File: config.mk
export PLATFORM = sky130hd
export DESIGN_NAME = amp_page_reset_power_ctl
export DESIGN_NICKNAME = d
export VERILOG_FILES = /design/src/amp_ctl_pkg.sv /design/src/amp_op_seq.sv /design/src/amp_page_reset_power_ctl.sv
export SDC_FILE = /design/constraint.sdc
export NUM_CORES = 1
export LEC_CHECK = 0
export BUFFER_PORTS_ARGS = -buffer_cell sky130_fd_sc_hd__buf_2
export CORE_AREA = 2 2 74 76
export DETAILED_ROUTE_END_ITERATION = 10
export DIE_AREA = 0 0 76 78
export MAX_ROUTING_LAYER = met4
export PLACE_DENSITY = 0.59
export SYNTH_ARGS = -nofsm -noshare
export SYNTH_HDL_FRONTEND = slang
export SYNTH_HIERARCHICAL = 1
export SYNTH_SLANG_ARGS = --single-unit
export TNS_END_PERCENT = 30
File: constraint.sdc
create_clock -name clk -period 1.64 [get_ports clk]
set_input_delay 0.082 -clock clk [delete_from_list [all_inputs] [get_ports clk]]
set_output_delay 0.082 -clock clk [all_outputs]
set_load 0.03 [all_outputs]
File: src/amp_ctl_pkg.sv
package amp_ctl_pkg;

    // ========================================
    // register map, page zero
    localparam logic [7:0] ADDR_PAGE_SELECT    = 8'h00;
    localparam logic [7:0] ADDR_SOFT_RESET     = 8'h01;
    localparam logic [7:0] ADDR_POWER_MODE     = 8'h02;
    localparam logic [7:0] PAGE_ZERO           = 8'h00;

    // ========================================
    // reset values
    localparam logic [7:0] RST_PAGE_SELECT     = 8'h00;
    localparam logic [7:0] RST_SOFT_RESET      = 8'h00;
    localparam logic [7:0] RST_POWER_MODE      = 8'h0e;

    // ========================================
    // field positions
    localparam int         BIT_SOFT_RESET      = 0;
    localparam int         BIT_PDM_SERIAL      = 7;
    localparam int         BIT_LOAD_DIAG_ONLY  = 6;
    localparam int         BIT_RSVD_HI         = 5;
    localparam int         BIT_RSVD_LO         = 4;
    localparam int         BIT_ISENSE_PD       = 3;
    localparam int         BIT_VSENSE_PD       = 2;
    localparam int         BIT_MODE_HI         = 1;
    localparam int         BIT_MODE_LO         = 0;

    // ========================================
    // operating mode codes
    localparam logic [1:0] MODE_ACTIVE         = 2'h0;
    localparam logic [1:0] MODE_MUTE           = 2'h1;
    localparam logic [1:0] MODE_SHUTDOWN       = 2'h2;
    localparam logic [1:0] MODE_DIAG_THEN_ACT  = 2'h3;

    typedef enum logic [1:0]
    {
        OP_ACTIVE,
        OP_MUTE,
        OP_SHUTDOWN,
        OP_DIAG
    } op_state_t;

    // ========================================
    // register access request
    typedef struct packed
    {
        logic       wr;
        logic       rd;
        logic [7:0] addr;
        logic [7:0] wdata;
    } reg_req_t;

    // ========================================
    // power control fields
    typedef struct packed
    {
        logic       pulse_density_serial_enable;
        logic       load_diag_only_trigger;
        logic [1:0] rsvd;
        logic       current_sense_powerdown;
        logic       voltage_sense_powerdown;
        logic [1:0] mode;
    } power_mode_t;

endpackage

File: src/amp_op_seq.sv
module amp_op_seq
    import amp_ctl_pkg::*;
(
    // clock and reset
    input  wire logic                   clk,
    input  wire logic                   rst_n,
    input  wire logic                   soft_clear,
    // control
    input  wire logic [1:0]             mode,
    input  wire logic                   diag_only_req,
    input  wire logic                   diag_done,
    // status
    output      amp_ctl_pkg::op_state_t state,
    output      logic                   diag_run,
    output      logic                   diag_only_done
);
    import amp_ctl_pkg::*;

    op_state_t next_state;
    logic      diag_only;

    // ========================================
    // operating mode sequencer
    always_comb
    begin
        next_state = state;
        case (state)
            OP_DIAG:
                if (diag_done && !diag_only)
                    next_state = OP_ACTIVE;
                else if (diag_done)
                    next_state = OP_SHUTDOWN;
            default:
                // trigger still reads set in the cycle its run ends
                if (diag_only_req && !diag_only_done)
                    next_state = OP_DIAG;
                else
                begin
                    case (mode)
                        MODE_ACTIVE:   next_state = OP_ACTIVE;
                        MODE_MUTE:     next_state = OP_MUTE;
                        MODE_SHUTDOWN: next_state = OP_SHUTDOWN;
                        default:
                            if (state != OP_ACTIVE)
                                next_state = OP_DIAG;
                    endcase
                end
        endcase
    end

    always_ff @(posedge clk or negedge rst_n)
    begin
        if (!rst_n)
            state <= OP_SHUTDOWN;
        else if (soft_clear)
            state <= OP_SHUTDOWN;
        else
            state <= next_state;
    end

    always_ff @(posedge clk or negedge rst_n)
    begin
        if (!rst_n)
            diag_only <= 1'b0;
        else if (soft_clear)
            diag_only <= 1'b0;
        else if (state != OP_DIAG)
            diag_only <= diag_only_req;
    end

    always_ff @(posedge clk or negedge rst_n)
    begin
        if (!rst_n)
            diag_run <= 1'b0;
        else if (soft_clear)
            diag_run <= 1'b0;
        else
            diag_run <= (next_state == OP_DIAG);
    end

    // one-cycle pulse ending a diagnostics-only run
    always_ff @(posedge clk or negedge rst_n)
    begin
        if (!rst_n)
            diag_only_done <= 1'b0;
        else if (soft_clear)
            diag_only_done <= 1'b0;
        else
            diag_only_done <= (state == OP_DIAG) && diag_done && diag_only;
    end

endmodule

File: src/amp_page_reset_power_ctl.sv
module amp_page_reset_power_ctl
    import amp_ctl_pkg::*;
(
    // clock and reset
    input  wire logic                   clk,
    input  wire logic                   rst_n,
    // register port
    input  wire amp_ctl_pkg::reg_req_t  req,
    output      logic [7:0]             rdata,
    output      logic                   rvalid,
    // diagnostics engine
    input  wire logic                   diag_done,
    output      logic                   diag_run,
    // power and mode outputs
    output      logic [7:0]             page,
    output      logic                   pdm_serial_en,
    output      logic                   isense_pd,
    output      logic                   vsense_pd,
    output      logic                   amp_active,
    output      logic                   amp_mute,
    output      logic                   amp_shutdown,
    output      logic                   soft_reset_pulse
);
    import amp_ctl_pkg::*;

    power_mode_t pwr;
    logic        soft_clear;
    logic        in_page0;
    logic        wr_page;
    logic        wr_soft;
    logic        wr_pwr;
    logic        diag_only_done;
    op_state_t   state;
    logic [7:0]  next_rdata;

    // ========================================
    // address decode
    assign in_page0 = (page == PAGE_ZERO);
    assign wr_page  = req.wr && (req.addr == ADDR_PAGE_SELECT);
    assign wr_soft  = req.wr && in_page0 && (req.addr == ADDR_SOFT_RESET);
    assign wr_pwr   = req.wr && in_page0 && (req.addr == ADDR_POWER_MODE);

    // soft reset fires on a written one only
    assign soft_clear = wr_soft && req.wdata[BIT_SOFT_RESET];

    // ========================================
    // page select
    always_ff @(posedge clk or negedge rst_n)
    begin
        if (!rst_n)
            page <= RST_PAGE_SELECT;
        else if (soft_clear)
            page <= RST_PAGE_SELECT;
        else if (wr_page)
            page <= req.wdata;
    end

    // ========================================
    // power control register
    always_ff @(posedge clk or negedge rst_n)
    begin
        if (!rst_n)
            pwr <= RST_POWER_MODE;
        else if (soft_clear)
            pwr <= RST_POWER_MODE;
        else if (wr_pwr)
        begin
            pwr.pulse_density_serial_enable <= req.wdata[BIT_PDM_SERIAL];
            pwr.load_diag_only_trigger      <= req.wdata[BIT_LOAD_DIAG_ONLY]
                                            || (pwr.load_diag_only_trigger && !diag_only_done);
            pwr.rsvd                        <= RST_POWER_MODE[BIT_RSVD_HI:BIT_RSVD_LO];
            pwr.current_sense_powerdown     <= req.wdata[BIT_ISENSE_PD];
            pwr.voltage_sense_powerdown     <= req.wdata[BIT_VSENSE_PD];
            pwr.mode                        <= req.wdata[BIT_MODE_HI:BIT_MODE_LO];
        end
        else if (diag_only_done)
            pwr.load_diag_only_trigger <= 1'b0;
    end

    // ========================================
    // operating mode sequencer
    amp_op_seq u_seq
    (
        .clk            (clk),
        .rst_n          (rst_n),
        .soft_clear     (soft_clear),
        .mode           (pwr.mode),
        .diag_only_req  (pwr.load_diag_only_trigger),
        .diag_done      (diag_done),
        .state          (state),
        .diag_run       (diag_run),
        .diag_only_done (diag_only_done)
    );

    // ========================================
    // registered outputs
    always_ff @(posedge clk or negedge rst_n)
    begin
        if (!rst_n)
        begin
            pdm_serial_en <= RST_POWER_MODE[BIT_PDM_SERIAL];
            isense_pd     <= RST_POWER_MODE[BIT_ISENSE_PD];
            vsense_pd     <= RST_POWER_MODE[BIT_VSENSE_PD];
        end
        else
        begin
            pdm_serial_en <= pwr.pulse_density_serial_enable;
            isense_pd     <= pwr.current_sense_powerdown;
            vsense_pd     <= pwr.voltage_sense_powerdown;
        end
    end

    always_ff @(posedge clk or negedge rst_n)
    begin
        if (!rst_n)
        begin
            amp_active   <= 1'b0;
            amp_mute     <= 1'b0;
            amp_shutdown <= 1'b1;
        end
        else
        begin
            amp_active   <= (state == OP_ACTIVE);
            amp_mute     <= (state == OP_MUTE);
            amp_shutdown <= (state == OP_SHUTDOWN);
        end
    end

    always_ff @(posedge clk or negedge rst_n)
    begin
        if (!rst_n)
            soft_reset_pulse <= 1'b0;
        else
            soft_reset_pulse <= soft_clear;
    end

    // ========================================
    // read path
    always_comb
    begin
        next_rdata = 8'h00;
        if (req.addr == ADDR_PAGE_SELECT)
            next_rdata = page;
        else if (in_page0 && (req.addr == ADDR_SOFT_RESET))
            next_rdata = RST_SOFT_RESET;
        else if (in_page0 && (req.addr == ADDR_POWER_MODE))
            next_rdata = pwr;
    end

    always_ff @(posedge clk or negedge rst_n)
    begin
        if (!rst_n)
        begin
            rdata  <= 8'h00;
            rvalid <= 1'b0;
        end
        else
        begin
            rdata  <= req.rd ? next_rdata : 8'h00;
            rvalid <= req.rd;
        end
    end

endmodule

## Word level (Yosys, flattened, before mapping)

Cells that the tools add are included.

- Add/subtract/negate cells: 0
- Multipliers: 0
- Divide/modulo/power cells: 0
- Magnitude comparators: 0
- Equal/unequal tests: 9
- Shift operators: 0
- Mux-type cells: 22
- Bitwise operators: 0
- Reductions and logical operators: 23

Operators by type and width:

| cell | count |
|---|---|
| two-way mux 8 bit | 7 |
| zero test 8 bit | 2 |
| two-way mux 2 bit | 6 |
| logical AND 1 bit | 11 |
| == test 2 bit, second input constant | 4 |
| == test 8 x 1 -> 1 bit, second input constant | 1 |
| == test 8 x 2 -> 1 bit, second input constant | 1 |
| nonzero test 2 bit | 4 |
| two-way mux 1 bit | 7 |
| two-way mux 6 bit | 1 |
| case mux 2 bit (3 select lines) | 1 |
| == test 2 x 1 -> 1 bit, second input constant | 2 |
| zero test 2 bit | 2 |
| nonzero test 3 bit | 1 |
| zero test 1 bit | 2 |
| != test 2 bit, second input constant | 1 |
| logical OR 1 bit | 1 |

- Register bits after elaboration: 37
- Bits in latches: 0
- Bits in writable memories: 0
- ROM bits: 0
- Bits of input ports: 21
- Output and inout port bits: 25
- Logic and storage cells: 74
- Memories kept: 0

## Depth between registers and ports, before layout

- Word-level depth: 7
- Depth in mapped cells: 5

## By module

Netlist, hierarchy kept.

By module, submodules not included:

| module | times used | cells each | area an instance (um2) | sequential area each (um2) |
|---|---|---|---|---|
| amp_page_reset_power_ctl | 1 | 85 | 1,228.7 | 758.2 |
| amp_op_seq | 1 | 27 | 281.5 | 126.4 |

## Least setup slack after synthesis

Ideal clock, no wire load.

- Kind: register -> register
- Start: register page[0]
- End: register u_seq.diag_run
- Arrival: 1.688 ns
- Slack: -0.169 ns
- Stages on the path, launching flop included: 5
- Path buffers: 0
- Period minus slack after synthesis: 1.809 ns
- Cell sequence: dfrtp_1 -> nor4_2 -> nand4_4 -> nor3_4 -> and3b_2

- Word-level cells in the longest chain between the ends: 5

Ends and longest elaborated chain:

| what | RTL line | RTL |
|---|---|---|
| start, declared | amp_page_reset_power_ctl.sv:15 | `output logic [7:0] page,` |
| start signal, assigned | amp_page_reset_power_ctl.sv:55 | `page <= req.wdata;` |
| zero test 8 bit | amp_page_reset_power_ctl.sv:38 | `assign in_page0 = (page == PAGE_ZERO);` |
| logical AND 1 bit (2 in a row) | amp_page_reset_power_ctl.sv:40 | `assign wr_soft = req.wr && in_page0 && (req.addr == ADDR_SOFT_RESET);` |
| logical AND 1 bit | amp_page_reset_power_ctl.sv:44 | `assign soft_clear = wr_soft && req.wdata[BIT_SOFT_RESET];` |
| via soft_clear | amp_page_reset_power_ctl.sv:27 | `logic soft_clear;` |
| two-way mux 1 bit | amp_op_seq.sv:75 | `else if (soft_clear)` |
| end signal, assigned | amp_op_seq.sv:78 | `diag_run <= (next_state == OP_DIAG);` |
| end, declared | amp_op_seq.sv:14 | `output logic diag_run,` |

The timed path passes the listed nets, and every way through them passes these cells.
A chain may end at the register's enable or synchronous reset.

## Final worst setup path

- Start: register page[6]
- End: register rdata[6]

- Word-level cells in the longest chain between the ends: 6
- Elaborated cells between the ends (all ways): 7

Ends and longest elaborated chain:

| what | RTL line | RTL |
|---|---|---|
| zero test 8 bit | amp_page_reset_power_ctl.sv:38 |  |
| logical AND 1 bit | amp_page_reset_power_ctl.sv:146 | `else if (in_page0 && (req.addr == ADDR_POWER_MODE))` |
| two-way mux 8 bit | amp_page_reset_power_ctl.sv:146 |  |
| two-way mux 8 bit | amp_page_reset_power_ctl.sv:144 | `else if (in_page0 && (req.addr == ADDR_SOFT_RESET))` |
| two-way mux 8 bit * | amp_page_reset_power_ctl.sv:142 | `if (req.addr == ADDR_PAGE_SELECT)` |
| two-way mux 8 bit * | amp_page_reset_power_ctl.sv:159 | `rdata <= req.rd ? next_rdata : 8'h00;` |
| end signal, assigned | amp_page_reset_power_ctl.sv:159 |  |
| end, declared | amp_page_reset_power_ctl.sv:9 | `output logic [7:0] rdata,` |

Every way passes the cells marked *; elsewhere a longest branch is shown, timed or not.

==> flow_summary_export.csv <==
group,metric,value,unit
run_status,outcome,"completed",
cts,clockRootBuffer,"clkbuf_8",
yosys,syn_area_per_cell,13.5,sq um
timing,hold_ws,0.0180,ns
placed_design,place_inst,231,
critical_path,r2r-end,"rdata[6]$_DFF_PN0_",
cts,cts.clk_slew.worst_paths,0.07,ns
critical_path,reg2reg_from,"page[6]$_DFFE_PN0P_",
critical_path,r2r_cells,4,
power,p_int,1530,uW
route,drt-total-wl,3480,microns
critical_path,worstSetupStartpointType,"register",
cts,clock_sinks,35,
critical_path,end_kind,"register",
yosys,syn-num-nets,133,
route,routed_via_density,4.59,
critical_path,path_max_fanout,6,
route,vias,1105,
floorplan,die_area,0.00593,sq mm
floorplan,core,0.00504,sq mm
power,net-switching-power,724,uW
placed_design,dpl_cell_area,0.00187,sq mm
yosys,synth.most_common_cell,"dfrtp_1",
flow_run,maxCapViolations,0,
grt,antenna_found_initial,0,
floorplan,die_x,76,microns
final_layout,stdcell_count,241,
timing,final_max_slew_viol_count,0,
timing,min_period_over_period,0.954,
yosys,synth_seq_cells,35,
timing,max_slew.worst_pin.slew,0.439,ns
cts,cts_tree,"done",
critical_path,rrSetupSlack,0.08,ns
power,vdd_drop_max,0.000349,V
floorplan,rows,26,
power,p_leak,0.000961,uW
timing,period_minus_slack,1.56,ns
placed_design,gp_congestion,0.849,
route,drt_iter0_markers,53,
power,finalPower,2250,uW
yosys,ys_warn_count,6,
timing,relSlewSlack,0.708,
yosys,synth-main-ff-cell,"dfrtp_1",
cts,clk_latency,0.29,ns
yosys,syn_inst,112,
yosys,synth-seq-area-share,0.586,
placed_design,hpwl,2570,microns
cts,clockBufferDepth,2,
final_layout,final_core_util,0.393,
final_layout,drive_gt1_frac,0.526,
floorplan,initial_core_util,0.300,
grt,grt_overflow,0,
min_path,holdPathEnd,"page[4]$_DFFE_PN0P_",
min_path,min_path_cells,2,
cts,postCtsSetupRepairBufs,0,
timing,fmax,639,MHz
placed_design,port_buffers,45,
grt,grt.total_usage,0.134,
min_path,hold_path_class,"in2reg",
yosys,yosysTopAreaCellShare,0.464,
route,drc,0,
power,p_clk_frac,0.287,
route,drt_first_pass_iters,4,
yosys,async_reset_ff_frac,1.00,
yosys,synth.distinct_cells,29,
final_layout,n_antenna_cell,0,
critical_path,cp.required,1.86,ns
yosys,yosysTopAreaCell,"dfrtp_1",
grt,grt_max_degree,36,
cts,numCtsBuffers,5,
grt,grt_pass1_wl,5760,microns
grt,grt_pass1_vias,1121,
route,wl_per_cell,14.4,microns
yosys,synth-edff-count,0,
timing,rsz0062_at_grt,"yes",
critical_path,crit_type,"reg2reg",
final_layout,final_cell_area,0.00198,sq mm
cts,htree_levels,2,
critical_path,cp.arrival,1.78,ns
final_layout,syn_to_final_growth,31.3,%
power,powerDensity,1130,mW/mm^2
timing,final-hold-violation-count,0,
yosys,synth.area.top_cells,"dfrtp_1 46%, dfstp_2 12%, mux2_2 6.0%",
final_layout,fin_nets,191,
power,power.share.switching,0.322,
min_path,hp-start,"req[4]",
floorplan,fp.dieH,78,microns
yosys,netlist_top_cells_count,"28 x dfrtp_1, 8 x mux2_2, 8 x o21ai_0",
route,ant_nets,0,
floorplan,ios,46,
timing,setup_viol,0,
power,combPwrFrac,0.208,
timing,skew,0.00665,ns
yosys,syn-cell-area,0.00151,sq mm
power,seqPwrFrac,0.505,
[power groups by stage]
| stage | clock [uW] | combinational (uW) | sequential [uW] |
|---|---|---|---|
| final | 647 | 468 | 1130 |
| after global placement | 0 | 465 | 1150 |
| after global routing | 697 | 509 | 1160 |
| after floorplan | 0 | 272 | 1210 |
| after CTS | 670 | 475 | 1130 |
| after detailed placement | 0 | 471 | 1150 |
[routing by layer]
layer | vias to the layer above | GRT usage | part of all wire | wire length [microns]
li1 | 524 | - | - | -
met1 | 546 | 0.162 | 0.44 | 1550
met2 | 29 | 0.210 | 0.49 | 1700
met3 | 6 | 0.0221 | 0.041 | 144
met4 | 0 | 0.0873 | 0.025 | 88
met5 | - | - | 0 | 0
[cells in the final DEF (no fill, tap or decap), types with 3 or more instances in the layout]
| master | instances |
|---|---|
| buf_4 | 6 |
| dfrtp_2 | 4 |
| clkbuf_8 | 6 |
| buf_2 | 45 |
| mux2_2 | 8 |
| o21ai_0 | 8 |
| nor3b_1 | 3 |
| nand2_1 | 4 |
| nor3_4 | 3 |
| nand3b_1 | 3 |
| nor4_4 | 3 |
| nand3_1 | 7 |
| nor2b_1 | 3 |
| nand2b_1 | 3 |
| nor2_1 | 3 |
| a21oi_1 | 7 |
| a22o_1 | 6 |
| dfrtp_1 | 24 |
| dfstp_2 | 7 |
[cell type report]
cell class              instances  area, sq um
clock buffers                   7         86.3
well taps                      70         87.6
fillers                       509         3060
multi-input cells              74          613
clock inverters                 1         5.00
flip-flops and latches         35          890
repair buffers                 54          302
[kinds of logic after synthesis]
kind of cell	count (synthesis)	synth area share
AND/OR/NAND/NOR	43	0.241
flip-flops	35	0.586
AO/OA/AOI/OAI	23	0.0936
multiplexers	8	0.0597
buffers and inverters	3	0.0199
[how the worst max path moves through the flow]
| stage | from | end | cells after the start |
|---|---|---|---|
| after floorplan | page[3]$_DFFE_PN0P_ | u_seq/diag_run$_DFF_PN0_ | 4 |
| after global placement | page[6]$_DFFE_PN0P_ | rdata[6]$_DFF_PN0_ | 4 |
| after detailed placement | page[6]$_DFFE_PN0P_ | rdata[6]$_DFF_PN0_ | 4 |
| after CTS | page[6]$_DFFE_PN0P_ | rdata[6]$_DFF_PN0_ | 4 |
| after global routing | page[6]$_DFFE_PN0P_ | rdata[1]$_DFF_PN0_ | 4 |
| final | page[6]$_DFFE_PN0P_ | rdata[6]$_DFF_PN0_ | 4 |
[what timing repair did]
action	CTS	global route
endpoints found under the hold margin	29	0
endpoints found under the setup margin	0	4
hold buffers	2	0
resized for setup	0	1
[worst max-delay path: stages (launching register included)]
cell and delay (ns):
dfrtp_2 0.43, nor4_4 0.37, nand2_1 0.16, nor3_4 0.30, a22o_1 0.23
[registers in the layout (all words and copies together), names as in the netlist]
register and count:
u_seq/diag_only 1, u_seq/diag_only_done 1, rdata 8, soft_reset_pulse 1, u_seq/state 2, amp_shutdown 1
pdm_serial_en 1, u_seq/diag_run 1, rvalid 1, amp_mute 1, amp_active 1, vsense_pd 1
pwr 6, isense_pd 1, page 8
[per-stage QoR]
stage / setup WS, ns / TNS, ns
after floorplan: -0.0721 / -0.115
after global placement: 0.123 / 0
after detailed placement: 0.0977 / 0
after CTS: 0.0854 / 0
after global routing: -0.00326 / -0.00326
final: 0.0762 / 0
Note: power is estimated with default switching activity, not from simulation.
